==> src/inc/core_sysreg_pkg.sv <==
/*
 Constants for the core system-register block: register offsets, field
 positions, reset values and stack-operation codes.
 Assumes a byte-wide register-file port inside the core.
*/
package core_sysreg_pkg;
   // -------------------------------------------------------------
   // Register offsets
   // -------------------------------------------------------------
   localparam logic [7:0] OFS_PTR_FIRST  = 8'h00_E8;
   localparam logic [7:0] OFS_PTR_SECOND = 8'h00_E9;
   localparam logic [7:0] OFS_PAGE_SEL   = 8'h00_EA;
   localparam logic [7:0] OFS_MODE_CTRL  = 8'h00_EB;
   localparam logic [7:0] OFS_USP_HI     = 8'h00_EC;
   localparam logic [7:0] OFS_USP_LO     = 8'h00_ED;
   localparam logic [7:0] OFS_SSP_HI     = 8'h00_EE;
   localparam logic [7:0] OFS_SSP_LO     = 8'h00_EF;
   // -------------------------------------------------------------
   // Field positions
   // -------------------------------------------------------------
   localparam int BLOCK_MSB    = 7;
   localparam int BLOCK_LSB    = 3;
   localparam int TWIN_BIT     = 2;
   localparam int PAGE_MSB     = 7;
   localparam int PAGE_LSB     = 2;
   localparam int SYS_STK_BIT  = 7;
   localparam int USR_STK_BIT  = 6;
   localparam int HALVE_BIT    = 5;
   localparam int DIV_MSB      = 4;
   localparam int DIV_LSB      = 2;
   localparam int BUS_REQUEST_PIN_BIT     = 1;
   localparam int FLOAT_BIT    = 0;
   // -------------------------------------------------------------
   // Reset values
   // -------------------------------------------------------------
   localparam logic [7:0]  PTR_RESET  = 8'h00_00;
   localparam logic [7:0]  PAGE_RESET = 8'h00_00;
   localparam logic [7:0]  MODE_RESET = 8'h00_E0;
   localparam logic [15:0] SP_RESET   = 16'h0000;
   // -------------------------------------------------------------
   // Pointer-set commands and stack operations
   // -------------------------------------------------------------
   typedef enum logic [1:0] {PSET_NONE, PSET_SINGLE, PSET_FIRST, PSET_SECOND} ptr_set_t;
   typedef enum logic [1:0] {STK_NONE, STK_PUSH, STK_POP} stk_op_t;
   typedef enum logic [1:0] {ENTRY_IDLE, ENTRY_PC_LO, ENTRY_PC_HI, ENTRY_FLAGS} entry_t;
endpackage
==> src/hw/core_system_registers.sv <==
/*
 System registers of the core: working-register pointers, page pointer,
 mode register, stack pointers and the automatic push sequence counter.
 Assumes the execution unit drives commands and register accesses
 synchronously to mclk; the external bus request pin is asynchronous.
*/
`timescale 1ns/1ps
module core_system_registers #(
   parameter int PAGES = 64
) (
   input  wire logic                        mclk,
   input  wire logic                        rst_n,
   input  wire logic                        regWrEn,
   input  wire logic [7:0]                  regAddr,
   input  wire logic [7:0]                  regWrData,
   output logic      [7:0]                  regRdData,
   output logic                             regHit,
   input  wire core_sysreg_pkg::ptr_set_t   ptrSetCmd,
   input  wire logic [4:0]                  ptrSetBlock,
   input  wire logic                        pageSetCmd,
   input  wire logic [5:0]                  pageSetNum,
   input  wire core_sysreg_pkg::stk_op_t    stkOp,
   input  wire logic                        stkUser,
   input  wire logic                        stkWord,
   input  wire logic [3:0]                  workRegNum,
   output logic      [7:0]                  workRegAddr,
   output logic      [5:0]                  pagedGroupPage,
   output logic      [15:0]                 stackAddr,
   output logic                             stackInternal,
   output logic                             oscillatorHalve,
   output logic      [2:0]                  coreClockDivider,
   input  wire logic                        bus_request_pin,
   output logic                             busRequest,
   input  wire logic [7:0]                  splitPortIoMask,
   output logic      [7:0]                  busPinOe_n,
   output logic                             ctrlPinOe_n,
   input  wire logic                        irqEntry,
   input  wire logic                        segmentStackingEnable,
   input  wire logic                        segCall,
   output logic      [1:0]                  autoPushCount
);
   if (PAGES < 1 || PAGES > 64) begin : g_pagesChk
      $error("PAGES out of range");
   end

   // -------------------------------------------------------------
   // Pointer registers
   // -------------------------------------------------------------
   logic [4:0] blockFirst_r;
   logic [4:0] blockSecond_r;
   logic       twin_r;
   logic [5:0] page_r;
   logic [7:0] mode_r;
   logic [15:0] ssp_r;
   logic [15:0] usp_r;

   always_ff @(posedge mclk or negedge rst_n) begin
      if (!rst_n) begin
         blockFirst_r <= core_sysreg_pkg::PTR_RESET[7:3];
      end else if (ptrSetCmd == core_sysreg_pkg::PSET_SINGLE
                   || ptrSetCmd == core_sysreg_pkg::PSET_FIRST) begin
         blockFirst_r <= ptrSetBlock;
      end else if (regWrEn && regAddr == core_sysreg_pkg::OFS_PTR_FIRST) begin
         blockFirst_r <= regWrData[core_sysreg_pkg::BLOCK_MSB:core_sysreg_pkg::BLOCK_LSB];
      end
   end

   always_ff @(posedge mclk or negedge rst_n) begin
      if (!rst_n) begin
         blockSecond_r <= core_sysreg_pkg::PTR_RESET[7:3];
      end else if (ptrSetCmd == core_sysreg_pkg::PSET_SECOND) begin
         blockSecond_r <= ptrSetBlock;
      end else if (regWrEn && regAddr == core_sysreg_pkg::OFS_PTR_SECOND) begin
         blockSecond_r <= regWrData[core_sysreg_pkg::BLOCK_MSB:core_sysreg_pkg::BLOCK_LSB];
      end
   end

   // One shared flag keeps both pointers reporting the same mode
   always_ff @(posedge mclk or negedge rst_n) begin
      if (!rst_n) begin
         twin_r <= core_sysreg_pkg::PTR_RESET[2];
      end else if (ptrSetCmd == core_sysreg_pkg::PSET_SINGLE) begin
         twin_r <= 1'b0;
      end else if (ptrSetCmd != core_sysreg_pkg::PSET_NONE) begin
         twin_r <= 1'b1;
      end else if (regWrEn && (regAddr == core_sysreg_pkg::OFS_PTR_FIRST
                               || regAddr == core_sysreg_pkg::OFS_PTR_SECOND)) begin
         twin_r <= regWrData[core_sysreg_pkg::TWIN_BIT];
      end
   end

   // -------------------------------------------------------------
   // Page pointer and mode register
   // -------------------------------------------------------------
   always_ff @(posedge mclk or negedge rst_n) begin
      if (!rst_n) begin
         page_r <= core_sysreg_pkg::PAGE_RESET[7:2];
      end else if (pageSetCmd) begin
         page_r <= pageSetNum;
      end else if (regWrEn && regAddr == core_sysreg_pkg::OFS_PAGE_SEL) begin
         page_r <= regWrData[core_sysreg_pkg::PAGE_MSB:core_sysreg_pkg::PAGE_LSB];
      end
   end

   always_ff @(posedge mclk or negedge rst_n) begin
      if (!rst_n) begin
         mode_r <= core_sysreg_pkg::MODE_RESET;
      end else if (regWrEn && regAddr == core_sysreg_pkg::OFS_MODE_CTRL) begin
         mode_r <= regWrData;
      end
   end

   // -------------------------------------------------------------
   // Stack pointers
   // -------------------------------------------------------------
   // Only the pointer moves; stack contents are never cleared by a pop
   logic [15:0] stkStep;
   logic [15:0] curSp;
   logic        useUser;
   logic        autoPush;
   assign stkStep  = stkWord ? 16'h0002 : 16'h0001;
   assign autoPush = autoPushCount != 2'd0;
   assign useUser  = stkUser && !autoPush;
   assign curSp    = useUser ? usp_r : ssp_r;

   always_ff @(posedge mclk or negedge rst_n) begin
      if (!rst_n) begin
         ssp_r <= core_sysreg_pkg::SP_RESET;
      end else if (autoPush) begin
         ssp_r <= ssp_r - 16'h0001;
      end else if (!stkUser && stkOp == core_sysreg_pkg::STK_PUSH) begin
         ssp_r <= ssp_r - stkStep;
      end else if (!stkUser && stkOp == core_sysreg_pkg::STK_POP) begin
         ssp_r <= ssp_r + stkStep;
      end else if (regWrEn && regAddr == core_sysreg_pkg::OFS_SSP_HI) begin
         ssp_r[15:8] <= regWrData;
      end else if (regWrEn && regAddr == core_sysreg_pkg::OFS_SSP_LO) begin
         ssp_r[7:0] <= regWrData;
      end
   end

   always_ff @(posedge mclk or negedge rst_n) begin
      if (!rst_n) begin
         usp_r <= core_sysreg_pkg::SP_RESET;
      end else if (useUser && stkOp == core_sysreg_pkg::STK_PUSH) begin
         usp_r <= usp_r - stkStep;
      end else if (useUser && stkOp == core_sysreg_pkg::STK_POP) begin
         usp_r <= usp_r + stkStep;
      end else if (regWrEn && regAddr == core_sysreg_pkg::OFS_USP_HI) begin
         usp_r[15:8] <= regWrData;
      end else if (regWrEn && regAddr == core_sysreg_pkg::OFS_USP_LO) begin
         usp_r[7:0] <= regWrData;
      end
   end

   // Automatic push sequence: bytes still to push (pre-decrement each)
   always_ff @(posedge mclk or negedge rst_n) begin
      if (!rst_n) begin
         autoPushCount <= 2'd0;
      end else if (autoPush) begin
         autoPushCount <= autoPushCount - 2'd1;
      end else if (irqEntry) begin
         // PC word only; one more byte when segment stacking is enabled
         autoPushCount <= segmentStackingEnable ? 2'd3 : 2'd2;
      end else if (segCall) begin
         autoPushCount <= 2'd1;
      end
   end

   // Push address is the already decremented pointer
   always_comb begin
      if (autoPush) begin
         stackAddr = ssp_r - 16'h0001;
      end else if (stkOp == core_sysreg_pkg::STK_PUSH) begin
         stackAddr = curSp - stkStep;
      end else begin
         stackAddr = curSp;
      end
      stackInternal = useUser ? mode_r[core_sysreg_pkg::USR_STK_BIT]
                              : mode_r[core_sysreg_pkg::SYS_STK_BIT];
   end

   // -------------------------------------------------------------
   // Working-register address decode
   // -------------------------------------------------------------
   // Decode uses the registered pointers, so a write lands next instruction
   always_comb begin
      if (!twin_r) begin
         workRegAddr = {blockFirst_r[4:1], workRegNum};
      end else if (!workRegNum[3]) begin
         workRegAddr = {blockFirst_r, workRegNum[2:0]};
      end else begin
         workRegAddr = {blockSecond_r, workRegNum[2:0]};
      end
   end

   assign pagedGroupPage   = page_r;
   assign oscillatorHalve  = mode_r[core_sysreg_pkg::HALVE_BIT];
   assign coreClockDivider = mode_r[core_sysreg_pkg::DIV_MSB:core_sysreg_pkg::DIV_LSB];

   // -------------------------------------------------------------
   // Bus request and high impedance
   // -------------------------------------------------------------
   logic breqMeta_r;
   logic breqSync_r;
   always_ff @(posedge mclk or negedge rst_n) begin
      if (!rst_n) begin
         breqMeta_r <= 1'b0;
         breqSync_r <= 1'b0;
      end else begin
         breqMeta_r <= bus_request_pin;
         breqSync_r <= breqMeta_r;
      end
   end
   assign busRequest = breqSync_r && mode_r[core_sysreg_pkg::BUS_REQUEST_PIN_BIT];

   // Low enable drives; I/O-configured split pins keep driving
   assign busPinOe_n  = {8{mode_r[core_sysreg_pkg::FLOAT_BIT]}} & ~splitPortIoMask;
   assign ctrlPinOe_n = mode_r[core_sysreg_pkg::FLOAT_BIT];

   // -------------------------------------------------------------
   // Read port
   // -------------------------------------------------------------
   always_comb begin
      regHit    = 1'b1;
      regRdData = 8'h00;
      if (regAddr == core_sysreg_pkg::OFS_PTR_FIRST) begin
         regRdData = {blockFirst_r, twin_r, 2'b00};
      end else if (regAddr == core_sysreg_pkg::OFS_PTR_SECOND) begin
         regRdData = {blockSecond_r, twin_r, 2'b00};
      end else if (regAddr == core_sysreg_pkg::OFS_PAGE_SEL) begin
         regRdData = {page_r, 2'b00};
      end else if (regAddr == core_sysreg_pkg::OFS_MODE_CTRL) begin
         regRdData = mode_r;
      end else if (regAddr == core_sysreg_pkg::OFS_USP_HI) begin
         regRdData = usp_r[15:8];
      end else if (regAddr == core_sysreg_pkg::OFS_USP_LO) begin
         regRdData = usp_r[7:0];
      end else if (regAddr == core_sysreg_pkg::OFS_SSP_HI) begin
         regRdData = ssp_r[15:8];
      end else if (regAddr == core_sysreg_pkg::OFS_SSP_LO) begin
         regRdData = ssp_r[7:0];
      end else begin
         regHit = 1'b0;
      end
   end
endmodule

==> config.mk <==
export PLATFORM = sky130hd
export DESIGN_NAME = core_system_registers
export DESIGN_NICKNAME = d
export VERILOG_FILES = /design/src/inc/core_sysreg_pkg.sv /design/src/hw/core_system_registers.sv
export SDC_FILE = /design/constraint.sdc
export NUM_CORES = 1
export LEC_CHECK = 0
export BUFFER_PORTS_ARGS = -buffer_cell sky130_fd_sc_hd__buf_4
export CORE_MARGIN = 2
export CORE_UTILIZATION = 38
export CTS_CLUSTER_SIZE = 28
export DETAILED_ROUTE_END_ITERATION = 10
export HOLD_SLACK_MARGIN = 0.06
export PLACE_DENSITY = 0.54
export SLEW_MARGIN = 5
export SYNTH_ARGS = -nofsm -noshare
export SYNTH_HDL_FRONTEND = slang
export SYNTH_SLANG_ARGS = --single-unit
==> constraint.sdc <==
create_clock -name mclk -period 5.8 [get_ports mclk]
set_clock_uncertainty 0.1 [all_clocks]
set_input_delay 0.58 -clock mclk [delete_from_list [all_inputs] [get_ports mclk]]
set_output_delay 0.58 -clock mclk [all_outputs]
set_load 0.01 [all_outputs]
==> results.md <==
Layout:
- Relative to the synthesized area, the layout overhead comes to 15.60%.
- The library cell used most frequently in the layout, excluding fill and tap cells, is sky130_fd_sc_hd__buf_4.
- The fraction of final layout cells sized beyond drive strength 1 is 19.68%.
- The number of diodes added for antenna fixing is 0.
- In the final design database the tool counted 947 nets.
- After routing the design area is 0.007548 mm².
- The library cells used most frequently in the layout, excluding fill and tap cells, are 107 x sky130_fd_sc_hd__buf_4, 94 x sky130_fd_sc_hd__nand2_1, 69 x sky130_fd_sc_hd__nor2_1, 65 x sky130_fd_sc_hd__o21ai_0, 58 x sky130_fd_sc_hd__dfrtp_1.

Placed design:
- Summed over all nets, the half-perimeter wirelength after detailed placement is 17.18 mm.
- Summing all placed instances gives a cell area of 0.007248 mm².
- At the end of routability-driven placement, the weighted congestion stood at 0.9126.
- The number of port buffers is 102.

Global route:
- The largest net degree at the start of global routing is 62.
- The via count of the first global-routing pass is 6,537.
- Summed over all layers, the global routing overflow is 0.
- The global-route wire length before repair is 37.23 mm.
- The number of antenna violations at the first check in global routing is 0.
- The total global-route track usage is 26.36%.

STA:
- The final max-slew violation count is 0.
- Measured against its own limit, the worst slew margin works out to 24.79%.
- The final critical path takes up 87.64% of the cycle.
- Based on the critical path, the design can be clocked at up to 196.7 MHz.
- The final-report setup violation count is 0.
- Setup repair after global routing left no endpoint under its margin.
- After routing, the total negative slack on setup checks comes to 0 ns.
- For the pin with the worst max-slew slack, the measured transition is 1.126 ns.
- The routed design could run at a clock period as short as 5.083 ns.
- The final number of hold-violating endpoints came to 0.

Pwr:
- The static leakage is 3.038 nW.
- The worst supply voltage drop on vdd is 0.0001869 V.
- Overall power consumption after layout is estimated at 3.221 mW.
- The total power density per cell area is 426.7 mW/mm².

Synth:
- Counting distinct cell types in the post-synthesis netlist gives 89.
- The number of warnings printed during yosys synthesis is 0.
- The synthesized design contains 0 enable-type register cells.
- The number of nets in the synthesized netlist is 904.
- The post-synthesis sequential element count is 61.
- After synthesis, flip-flops and latches occupy 23.43% of the total area.
- Among all flip-flop cells after synthesis, the most frequent one is sky130_fd_sc_hd__dfrtp_1.
- The mapped netlist covers 0.006530 mm².
- The average cell area after synthesis is 7.858 µm².
- The cell count after synthesis is 831.
- In the synthesized netlist the async set-or-reset flop fraction comes to 100.0%.

Clocking:
- Post-CTS timing repair inserted 0 buffers for setup.
- The number of buffers added to fix hold violations after cts is 0.
- CTS placed an instance of sky130_fd_sc_hd__clkbuf_16 at the clock tree root.
- The clock buffer count from CTS is 9.
- TritonCTS built the clock tree.
- The clock passes through at most 2 buffers.
- Clock-pin slew was measured on the worst setup and hold paths at 0.06 ns.
- Clock latency on the worst-skew pair, taken at its later pin, is 0.34 ns.
- Once the clock tree was built, the resizer swapped 0 gates to a different size.
- The H-tree generated during clock tree synthesis spans 3 levels.
- Counting every sink on the clock net gives 61.

Worst hold path:
- The worst hold path belongs to the class primary input to register.
- For hold timing, the worst endpoint is breqMeta_r$_DFF_PN0_.
- The startpoint identified for the worst hold timing path is bus_request_pin.
- Counting instances, the worst hold path has a depth of 1.

Floorplanning:
- In this run the horizontal extent of the chip is 135.1 µm.
- The die covers 0.01825 mm².
- The initial core utilization is 39.10%.
- The core outline area is 0.01670 mm².
- 109 I/O pins were placed.
- From bottom edge to top edge, the die measures 135.1 µm.
- The number of core rows is 47.

Detailed routing:
- The number of antenna-violating nets in the routed design is 0.
- For this run, design rule violations remaining after detail routing come to 0.
- Summed over all layers, the routed wires come to 23.99 mm.
- Before antenna repair, the detailed router went through 5 iterations.
- Dividing the detail-routed via count by the number of cells gives 6.146.
- The average wire per standard cell is 21.83 µm.
- The detailed router finished its first iteration with 646 violations.
- Detailed routing inserted a total of 6,754 vias.

Setup path:
- In this run the critical register-to-register path is launched from autoPushCount[0]$_DFFE_PN0P_.
- On the worst path, the slowest cell contributes a delay of 0.70 ns.
- The signal arrival time at the worst endpoint is 4.40 ns.
- The worst setup path is captured at a primary output.
- The critical path goes through buf_4 -> nor3b_2 -> nor2_1 -> a21oi_1 -> ha_1 -> inv_1 -> fa_1 -> nor3b_1 -> o211ai_1 -> a2111oi_2 -> mux2i_1 -> nand3_2 -> buf_4.
- The most prevalent standard cell on the critical path is sky130_fd_sc_hd__buf_4.
- The worst setup slack for register-to-register paths is 2.83 ns.
- The sort of element at the start of the critical path is a primary input.
- The worst endpoint required time is 5.12 ns.
- The destination of the worst register-to-register timing path is ssp_r[3]$_DFFE_PN0P_.
- Among all stages on the critical path, the largest delay is contributed by sky130_fd_sc_hd__nor3b_2.
- Along the worst path, the maximum fanout reaches 25.
- The worst reg-to-reg path cell count is 6.
- The path type of the worst setup path is primary input to primary output.

Run:
- Across the run, the number of max-cap violations was 0.

Status:
- The flow ran to the end, and the final reports show no timing, DRC or antenna violations.
-- Yosys cell counts, types with 15 or more instances --
| master | number | area, µm² |
|---|---|---|
| sky130_fd_sc_hd__nor2_1 | 70 | 262.8 |
| sky130_fd_sc_hd__nand3_1 | 34 | 170.2 |
| sky130_fd_sc_hd__dfrtp_1 | 58 | 1451 |
| sky130_fd_sc_hd__mux2i_1 | 40 | 400.4 |
| sky130_fd_sc_hd__o21ai_0 | 65 | 325.3 |
| sky130_fd_sc_hd__nor3_1 | 26 | 130.1 |
| sky130_fd_sc_hd__clkbuf_1 | 50 | 187.7 |
| sky130_fd_sc_hd__ha_1 | 15 | 187.7 |
| sky130_fd_sc_hd__a21oi_1 | 47 | 235.2 |
| sky130_fd_sc_hd__nand2_1 | 94 | 352.8 |
| sky130_fd_sc_hd__inv_1 | 25 | 93.84 |
| sky130_fd_sc_hd__xnor2_1 | 28 | 245.2 |
-- logic make-up after synthesis --
kind of cell | share of synthesized area [%]
DFF | 23.43
and+or+nand+nor | 25.22
AOI/OAI and AO/OA | 22.92
adders and majority gates | 4.407
muxes | 11.53
buffers and inverters | 6.994
xor gates and xnor gates | 5.499
-- layout make-up --
type                    count  area, µm²
clock buffers               9      225.2
clock inverters             7      75.07
fillers                  1725       9153
inverters                  25      93.84
multi-input cells         670       4546
flip-flops and latches     61       1530
well taps                 220      275.3
repair buffers            107      803.3
-- critical path: cells and delay by family --
kind	cells	cell delay [ns]
buffers and inverters	3	0.50
muxes	1	0.26
and+or+nand+nor	4	1.47
AOI/OAI and AO/OA	3	1.04
adders and majority gates	2	0.54
-- report_power, final --
part	leakage (nW)	internal [mW]	switching (mW)
Sequential	0.730	0.550	0.435
Clock	0.150	0.335	0.231
Combinational	2.16	0.711	0.960
-- worst max path at each step --
stage,slack (ns),start,cells past startpoint,end
after global placement,0.90,stkUser,13,stackAddr[14]
final,0.72,stkUser,13,stackAddr[14]
after CTS,0.73,stkUser,13,stackAddr[14]
after global routing,0.40,stkUser,13,stackAddr[14]
after floorplan,1.48,stkUser,14,stackAddr[4]
after detailed placement,0.71,stkUser,13,stackAddr[14]
-- state kept, by name, summed over array words and instances, names as in the netlist --
name and cells:
autoPushCount 2, blockFirst_r 5, blockSecond_r 5, breqMeta_r 1, breqSync_r 1, mode_r 8
pagedGroupPage 6, ssp_r 16, twin_r 1, usp_r 16
-- layer usage --
layer / GRT usage, % / share of wire, %
met1: 36.06 / 44
met2: 41.79 / 46
met3: 3.453 / 6.2
met4: 11.46 / 3.7
met5: 0 / 0
-- per-stage QoR --
step                      utilization, %  instances  hold WS (ns)  setup slack (ns)
after detailed placement           43.40       1083        0.2536            0.7061
after global placement             43.40       1083        0.2335            0.8997
after floorplan                        -        831        0.1844             1.481
after CTS                          45.20       1099        0.2355            0.7325
final                              45.20       1099        0.2430            0.7171
after global routing               45.20       1099        0.2373            0.3989
Note: power is estimated with default switching activity, not from simulation.
